## config.mk

```make
export PLATFORM = sky130hd
export DESIGN_NAME = lcc_contact_unit
export DESIGN_NICKNAME = d
export VERILOG_FILES = /design/src/pkg/lcc_pkg.sv /design/src/design/lcc_int_rel.sv /design/src/design/lcc_flt_rel.sv /design/src/design/lcc_contact_unit.sv
export SDC_FILE = /design/constraint.sdc
export NUM_CORES = 1
export LEC_CHECK = 0
export BUFFER_PORTS_ARGS = -buffer_cell sky130_fd_sc_hd__buf_2
export CORE_MARGIN = 2
export CORE_UTILIZATION = 35
export CTS_CLUSTER_SIZE = 30
export DETAILED_ROUTE_END_ITERATION = 8
export GPL_TIMING_DRIVEN = 0
export HOLD_SLACK_MARGIN = 0.02
export PLACE_DENSITY = 0.56
export SLEW_MARGIN = 20
export SYNTH_ARGS = -nofsm -noshare
export SYNTH_HDL_FRONTEND = slang
export SYNTH_SLANG_ARGS = --single-unit
```

## constraint.sdc

```tcl
create_clock -name mclk -period 5.3 [get_ports mclk]
set_clock_uncertainty 0.1 [all_clocks]
set_input_delay 1.06 -clock mclk [delete_from_list [all_inputs] [get_ports mclk]]
set_output_delay 1.06 -clock mclk [all_outputs]
set_load 0.02 [all_outputs]
```

## src/pkg/lcc_pkg.sv

```systemverilog
// package: instruction codes, operand carrier and result types for the unit
package lcc_pkg;

  localparam int LCC_OPW = 9;
  localparam int LCC_DW = 32;
  localparam int LCC_HW = 16;

  // bitwise-test contacts
  localparam logic [8:0] LCC_OP_LD_AND = 9'h0D7;
  localparam logic [8:0] LCC_OP_AND_TAND = 9'h0DA;
  localparam logic [8:0] LCC_OP_AND_TXOR = 9'h0DC;
  localparam logic [8:0] LCC_OP_OR_TAND = 9'h0DD;
  localparam logic [8:0] LCC_OP_OR_TXOR = 9'h0DF;
  // relational contact families, base code is the equal relation
  localparam logic [8:0] LCC_OP_LD_CMP = 9'h0E0;
  localparam logic [8:0] LCC_OP_LD_CMP_END = 9'h0E6;
  localparam logic [8:0] LCC_OP_AND_CMP = 9'h0E8;
  localparam logic [8:0] LCC_OP_AND_CMP_END = 9'h0EE;
  localparam logic [8:0] LCC_OP_OR_CMP = 9'h0F0;
  localparam logic [8:0] LCC_OP_OR_CMP_END = 9'h0F6;
  localparam logic [8:0] LCC_OP_FLD_CMP = 9'h113;
  localparam logic [8:0] LCC_OP_FLD_CMP_END = 9'h118;
  // offset inside a family that carries no relation
  localparam logic [2:0] LCC_REL_HOLE = 3'h3;

  // relation index inside an integer family (offset from base)
  localparam logic [2:0] LCC_REL_EQ = 3'h0;
  localparam logic [2:0] LCC_REL_GT = 3'h1;
  localparam logic [2:0] LCC_REL_LT = 3'h2;
  localparam logic [2:0] LCC_REL_NE = 3'h4;
  localparam logic [2:0] LCC_REL_LE = 3'h5;
  localparam logic [2:0] LCC_REL_GE = 3'h6;

  localparam logic LCC_RUNG_RST = 1'b0;

  typedef enum logic [1:0] {
    LCC_COMB_LOAD,
    LCC_COMB_SERIES,
    LCC_COMB_PARALLEL,
    LCC_COMB_NONE
  } lcc_comb_t;

  typedef struct packed {
    logic [8:0] code;
    logic dword;
    logic [31:0] src1;
    logic [31:0] src2;
  } lcc_instr_t;

  typedef struct packed {
    logic rung;
    logic contact;
    logic illegal;
  } lcc_result_t;

endpackage

```

## src/design/lcc_int_rel.sv

```systemverilog
`timescale 1ns/1ps
// signed integer relation evaluator, 16 or 32 bit operands
module lcc_int_rel
  import lcc_pkg::*;
(
  input wire logic [31:0] src1,
  input wire logic [31:0] src2,
  input wire logic dword,
  input wire logic [2:0] rel,
  output logic hit
);
  wire logic signed [31:0] a;
  wire logic signed [31:0] b;
  wire logic eq;
  wire logic lt;

  // word form sign-extends the low word; pair is low word first
  assign a = dword ? $signed(src1) : 32'($signed(src1[15:0]));
  assign b = dword ? $signed(src2) : 32'($signed(src2[15:0]));
  assign eq = (a == b);
  assign lt = (a < b);

  always_comb
  begin
    if (rel == LCC_REL_EQ) hit = eq;
    else if (rel == LCC_REL_GT) hit = !lt && !eq;
    else if (rel == LCC_REL_LT) hit = lt;
    else if (rel == LCC_REL_NE) hit = !eq;
    else if (rel == LCC_REL_LE) hit = lt || eq;
    else hit = !lt;
  end
endmodule

```

## src/design/lcc_flt_rel.sv

```systemverilog
`timescale 1ns/1ps
// single precision relation evaluator
module lcc_flt_rel
  import lcc_pkg::*;
(
  input wire logic [31:0] src1,
  input wire logic [31:0] src2,
  input wire logic [2:0] rel,
  output logic hit
);
  wire logic s1;
  wire logic s2;
  wire logic z1;
  wire logic z2;
  wire logic nan;
  wire logic eq;
  wire logic lt;

  assign s1 = src1[31];
  assign s2 = src2[31];
  assign z1 = (src1[30:0] == 31'h00000000);
  assign z2 = (src2[30:0] == 31'h00000000);
  // nan makes every relation false except unequal
  assign nan = (&src1[30:23] && |src1[22:0]) ||
               (&src2[30:23] && |src2[22:0]);
  // plus and minus zero compare equal
  assign eq = !nan && ((z1 && z2) || (src1 == src2));
  assign lt = !nan && !eq &&
    ((s1 && !s2) ||
     (!s1 && !s2 && (src1[30:0] < src2[30:0])) ||
     (s1 && s2 && (src1[30:0] > src2[30:0])));

  always_comb
  begin
    if (rel == LCC_REL_EQ) hit = eq;
    else if (rel == LCC_REL_GT) hit = !nan && !lt && !eq;
    else if (rel == LCC_REL_LT) hit = lt;
    else if (rel == LCC_REL_NE) hit = !eq;
    else if (rel == LCC_REL_LE) hit = lt || eq;
    else hit = !nan && !lt;
  end
endmodule

```

## src/design/lcc_contact_unit.sv

```systemverilog
`timescale 1ns/1ps
// ladder contact compare unit: bitwise test, integer and float compares
module lcc_contact_unit
  import lcc_pkg::*;
(
  input wire logic mclk,
  input wire logic rst,
  input wire logic instr_valid,
  input wire lcc_instr_t instr,
  output lcc_result_t result,
  output logic result_valid
);
  wire logic [8:0] code;
  wire logic [31:0] s1;
  wire logic [31:0] s2;
  wire logic [31:0] band;
  wire logic [31:0] bor;
  wire logic [31:0] bxor;
  wire logic [31:0] bsel;
  wire logic [31:0] bmask;
  wire logic is_ld_bit;
  wire logic is_ser_bit;
  wire logic is_par_bit;
  wire logic is_bit;
  wire logic [2:0] bit_off;
  wire logic [1:0] bit_op;
  wire logic bit_hit;
  wire logic in_ld;
  wire logic in_ser;
  wire logic in_par;
  wire logic in_flt;
  wire logic [2:0] rel;
  wire logic hole;
  wire logic int_hit;
  wire logic flt_hit;
  wire logic contact;
  lcc_comb_t comb;
  logic rung_q;
  logic rung_d;
  lcc_result_t result_q;
  lcc_result_t result_d;
  logic valid_q;

  // offset of a code from a family base, cut to the relation index
  function automatic logic [2:0] rel_of(input logic [8:0] c,
                                        input logic [8:0] base);
    logic [8:0] diff;
    diff = c - base;
    return diff[2:0];
  endfunction

  function automatic logic in_range(input logic [8:0] c,
                                    input logic [8:0] lo,
                                    input logic [8:0] hi);
    return (c >= lo) && (c <= hi);
  endfunction

  assign code = instr.code;
  assign s1 = instr.src1;
  assign s2 = instr.src2;

  // bitwise tests
  assign is_ld_bit = in_range(code, LCC_OP_LD_AND, LCC_OP_LD_AND + 9'h002);
  assign is_ser_bit = in_range(code, LCC_OP_AND_TAND, LCC_OP_AND_TXOR);
  assign is_par_bit = in_range(code, LCC_OP_OR_TAND, LCC_OP_OR_TXOR);
  assign is_bit = is_ld_bit || is_ser_bit || is_par_bit;
  assign bit_off = is_ld_bit ? rel_of(code, LCC_OP_LD_AND) :
                   is_ser_bit ? rel_of(code, LCC_OP_AND_TAND) :
                   rel_of(code, LCC_OP_OR_TAND);
  assign bit_op = bit_off[1:0];
  assign band = s1 & s2;
  assign bor = s1 | s2;
  assign bxor = s1 ^ s2;
  assign bsel = (bit_op == 2'h0) ? band :
                (bit_op == 2'h1) ? bor : bxor;
  // word form only looks at the low word
  assign bmask = instr.dword ? 32'hFFFFFFFF : 32'h0000FFFF;
  assign bit_hit = |(bsel & bmask);

  // relational families
  assign in_ld = in_range(code, LCC_OP_LD_CMP, LCC_OP_LD_CMP_END);
  assign in_ser = in_range(code, LCC_OP_AND_CMP, LCC_OP_AND_CMP_END);
  assign in_par = in_range(code, LCC_OP_OR_CMP, LCC_OP_OR_CMP_END);
  assign in_flt = in_range(code, LCC_OP_FLD_CMP, LCC_OP_FLD_CMP_END);
  assign rel = in_ld ? rel_of(code, LCC_OP_LD_CMP) :
               in_ser ? rel_of(code, LCC_OP_AND_CMP) :
               in_par ? rel_of(code, LCC_OP_OR_CMP) : 3'h0;
  assign hole = (in_ld || in_ser || in_par) && (rel == LCC_REL_HOLE);

  // float codes skip the hole, so remap 278..280 onto ne/le/ge
  wire logic [2:0] frel_raw;
  wire logic [2:0] frel;
  assign frel_raw = rel_of(code, LCC_OP_FLD_CMP);
  assign frel = (frel_raw >= LCC_REL_HOLE) ? frel_raw + 3'h1 : frel_raw;

  lcc_int_rel u_int_rel (
    .src1(s1),
    .src2(s2),
    .dword(instr.dword),
    .rel(rel),
    .hit(int_hit)
  );

  // float operands are always a full 32-bit pair or constant
  lcc_flt_rel u_flt_rel (
    .src1(s1),
    .src2(s2),
    .rel(frel),
    .hit(flt_hit)
  );

  assign contact = is_bit ? bit_hit : (in_flt ? flt_hit : int_hit);

  assign comb = (is_ld_bit || in_ld || in_flt) ? LCC_COMB_LOAD :
                (is_ser_bit || in_ser) ? LCC_COMB_SERIES :
                (is_par_bit || in_par) ? LCC_COMB_PARALLEL :
                LCC_COMB_NONE;

  always_comb
  begin
    rung_d = rung_q;
    result_d = result_q;
    if (instr_valid)
    begin
      result_d.illegal = hole || (comb == LCC_COMB_NONE);
      // unknown codes must not show a stray contact
      result_d.contact = contact && !hole && (comb != LCC_COMB_NONE);
      if (hole)
        rung_d = rung_q;
      else
      begin
        case (comb)
          LCC_COMB_LOAD: rung_d = contact;
          LCC_COMB_SERIES: rung_d = rung_q & contact;
          LCC_COMB_PARALLEL: rung_d = rung_q | contact;
          default: rung_d = rung_q;
        endcase
      end
      result_d.rung = rung_d;
    end
  end

  // one instruction per cycle; result appears on the next edge
  always_ff @(posedge mclk)
  begin
    if (rst)
    begin
      rung_q <= LCC_RUNG_RST;
      result_q <= '0;
      valid_q <= 1'b0;
    end
    else
    begin
      rung_q <= rung_d;
      result_q <= result_d;
      valid_q <= instr_valid;
    end
  end

  assign result = result_q;
  assign result_valid = valid_q;
endmodule

```

==> impl_metrics.yaml <==
outcome:
  outcome: "finished clean"
clocking:
  cts-root-buf: "clkbuf_16"
  h-tree-depth: 1
  clkSinkCount: 4
  holdBufCountCts: 0
  cts_tree: "done"
  clock_path_buffers: 2
  clkLatencyLatePin_ns: 0.22
  cts_setup_buffers: 0
  cts_buffers: 3
  clk_pin_slew_ns: 0.03
place:
  gp_congestion: 0.887
  dpl.cell_count: 775
  place_hpwl_um: 11100
  portBuffers: 77
critical_path:
  startpoint_type: "input pin"
  path_class: "input pin to flip-flop"
  reg2reg_from: "result[2]$_SDFFE_PP0P_"
  reg2reg_slack_ns: 4.39
  worstSetupStartpoint: "instr[64]"
  reg2reg_depth: 4
  worstPathRequired_ns: 5.30
  cp_max_fo: 10
  critPathCaptureType: "flip-flop"
  r2r_end: "result[2]$_SDFFE_PP0P_"
  arrival_ns: 4.95
  cp-endpoint: "result[1]$_SDFFE_PP0P_"
route:
  drt-total-wl_um: 13000
  drtAntennaViolNets: 0
  vias: 4397
  first_pass_iters: 5
  drc: 0
  post_drt_wl_per_cell_um: 16.7
  drt-initial-drc-count: 306
  routed_via_density: 5.65
power:
  pwr-share-seq_pct: 6.8
  p_sw_uw: 219
  pwr-share-comb_pct: 68.9
  p_int_uw: 253
  clkPwrFrac_pct: 24.3
  switching_share_pct: 46.3
  leakage_nw: 2.32
  worst_ir_drop_vdd_mv: 0.218
  powerDensity_nw_per_um2: 102
die:
  rows: 38
  dieArea_um2: 12200
  core_um2: 11000
  die_w_um: 111
  die_height_um: 111
  initial_core_util_pct: 36.2
  pin_count: 81
finish:
  antenna_cells: 0
  fin_cells: 778
  drive_gt1_share_pct: 15.8
  areaGrowthSynthToFinish_pct: 16.1
  fin_nets: 837
synthesis:
  synth-async-reset-ratio_pct: 0
  ys_ff_latch: 4
  yosys_warnings: 0
  ys_top_cells_by_area: "ha_1 38%, inv_1 8.2%, a21oi_1 5.4%, nor4_1 4.7%, o21ai_0 4.4%"
  syn_area_um2: 3980
  yosysMostFrequentCell: "ha_1"
  synth_seq_area_share_pct: 2.01
  synth-edff-count: 0
  synth_top_area_share_pct: 37.7
  synth_common_cells: "120 x ha_1, 87 x inv_1, 43 x a21oi_1"
  synth_cell_types: 66
  synth_area_leader_cell: "ha_1"
  syn_inst: 558
  avgSynthCellArea_um2: 7.13
  synthesis.nets: 755
  synthFlopType: "dfxtp_1"
global_routing:
  grt_overflow_total: 0
  grt_max_degree: 11
  grt_first_pass_wirelength_um: 21300
  grt_pass1_vias: 4360
  antenna_found_initial: 0
  grt_use_total_pct: 20.5
flow_run:
  cap_violations: 0
sta:
  fmax_ghz: 0.202
  hold_ws_ns: 0.392
  layout_min_cycle_time_ns: 4.95
  finalCritPeriodShare_pct: 93.4
  final-hold-violation-count: 0
  slew_violations: 0
  finalSetupViolCount: 0
  slew_headroom_pct: 35.8
  fin_setup_tns_ns: 0
  rsz0062_at_grt: "false"
  tightest_slew_ns: 0.955
min_path:
  whs_path_depth: 2
  hold_class: "flip-flop to flip-flop"
state kept, by name, indices dropped and copies added, names as in the netlist:
| signal | flops |
|---|---|
| result_valid | 1 |
| result | 3 |
layout make-up:
| class | instances | area (µm²) |
|---|---|---|
| well taps | 140 | 175 |
| inverters | 89 | 335 |
| fillers | 1177 | 6360 |
| clock buffers | 3 | 75.1 |
| multi-input cells | 454 | 3510 |
| plain buffers | 11 | 61.3 |
| repair buffers | 77 | 385 |
| flip-flops and latches | 4 | 80.1 |
worst max-delay path, cell delays in order:
cell	delay (ns)
clkbuf_2	0.23
clkinv_2	0.21
nand2_1	0.21
clkbuf_2	0.24
o21ai_0	0.15
ha_1	0.32
nand4_1	0.12
or3_1	0.45
or4_1	0.59
nand3b_1	0.19
o221ai_1	0.36
a21boi_0	0.25
nor3_1	0.08
nor3_1	0.18
o22a_1	0.21
o32ai_1	0.10
per-stage QoR:
step / power (mW) / setup slack [ns] / utilization [%] / instance area (µm²)
floorplan: 0.232 / 0.673 / - / 3980
global placement: 0.346 / -0.280 / 41.3 / 4540
detailed placement: 0.352 / -0.410 / 41.3 / 4540
CTS: 0.471 / 0.197 / 42.0 / 4620
global route: 0.517 / 0.0521 / 42.1 / 4620
finish: 0.472 / 0.348 / 42.1 / 4620
power groups by stage:
stage / Combinational (mW) / Sequential [mW] / Clock, mW
5_1_grt: 0.367 / 0.0324 / 0.118
3_3_place_gp: 0.314 / 0.0326 / 0
3_5_place_dp: 0.320 / 0.0327 / 0
4_1_cts: 0.323 / 0.0323 / 0.116
6_report: 0.325 / 0.0322 / 0.115
2_1_floorplan: 0.198 / 0.0341 / 0
metal layers:
metal	GRT usage (%)	vias up	routed length, µm
met2	37.0	121	6270
met3	0.714	4	555
met5	0	-	0
li1	-	2193	-
met4	2.08	0	57
met1	28.1	2079	6080
layout by cell type (no fill, tap or decap), types with 4 or more instances in the layout:
master / instances
nand3b_1: 7
a31oi_1: 4
ha_1: 120
nor2_1: 23
clkbuf_1: 4
o2111ai_1: 4
nand4_1: 20
o31ai_1: 7
nand2_1: 33
nor3_1: 18
dfxtp_1: 4
or3_1: 4
a211oi_1: 5
nand3_1: 12
nand2b_1: 4
o21a_1: 4
or4_1: 4
nor2b_1: 10
buf_2: 77
o221ai_1: 4
o21ai_0: 35
a21oi_1: 43
inv_1: 87
a21o_1: 5
nor4_1: 30
timing repair:
item                       CTS  global route
setup endpoints to repair    2             2
gates resized for setup      2             3
cloned                       0             0
logic make-up after synthesis:
kind of cell,after synthesis,synth area share [%]
flip-flops,4,2.01
adder cells (fa/ha/maj),120,37.7
buffers and inverters,100,9.88
XOR/XNOR,2,0.440
multiplexers,2,0.535
AO/OA/AOI/OAI,142,22.7
AND/OR/NAND/NOR,188,26.6
worst min-delay path by stage:
stage / start / slack (ns) / to
2_1_floorplan: result[2]$_SDFFE_PP0P_ / 0.37 / result[2]$_SDFFE_PP0P_
3_3_place_gp: result[1]$_SDFFE_PP0P_ / 0.38 / result[1]$_SDFFE_PP0P_
3_5_place_dp: result[1]$_SDFFE_PP0P_ / 0.39 / result[1]$_SDFFE_PP0P_
6_report: result[1]$_SDFFE_PP0P_ / 0.39 / result[1]$_SDFFE_PP0P_
5_1_grt: result[1]$_SDFFE_PP0P_ / 0.43 / result[1]$_SDFFE_PP0P_
4_1_cts: result[1]$_SDFFE_PP0P_ / 0.40 / result[1]$_SDFFE_PP0P_
(Power assumes the default switching activity.)
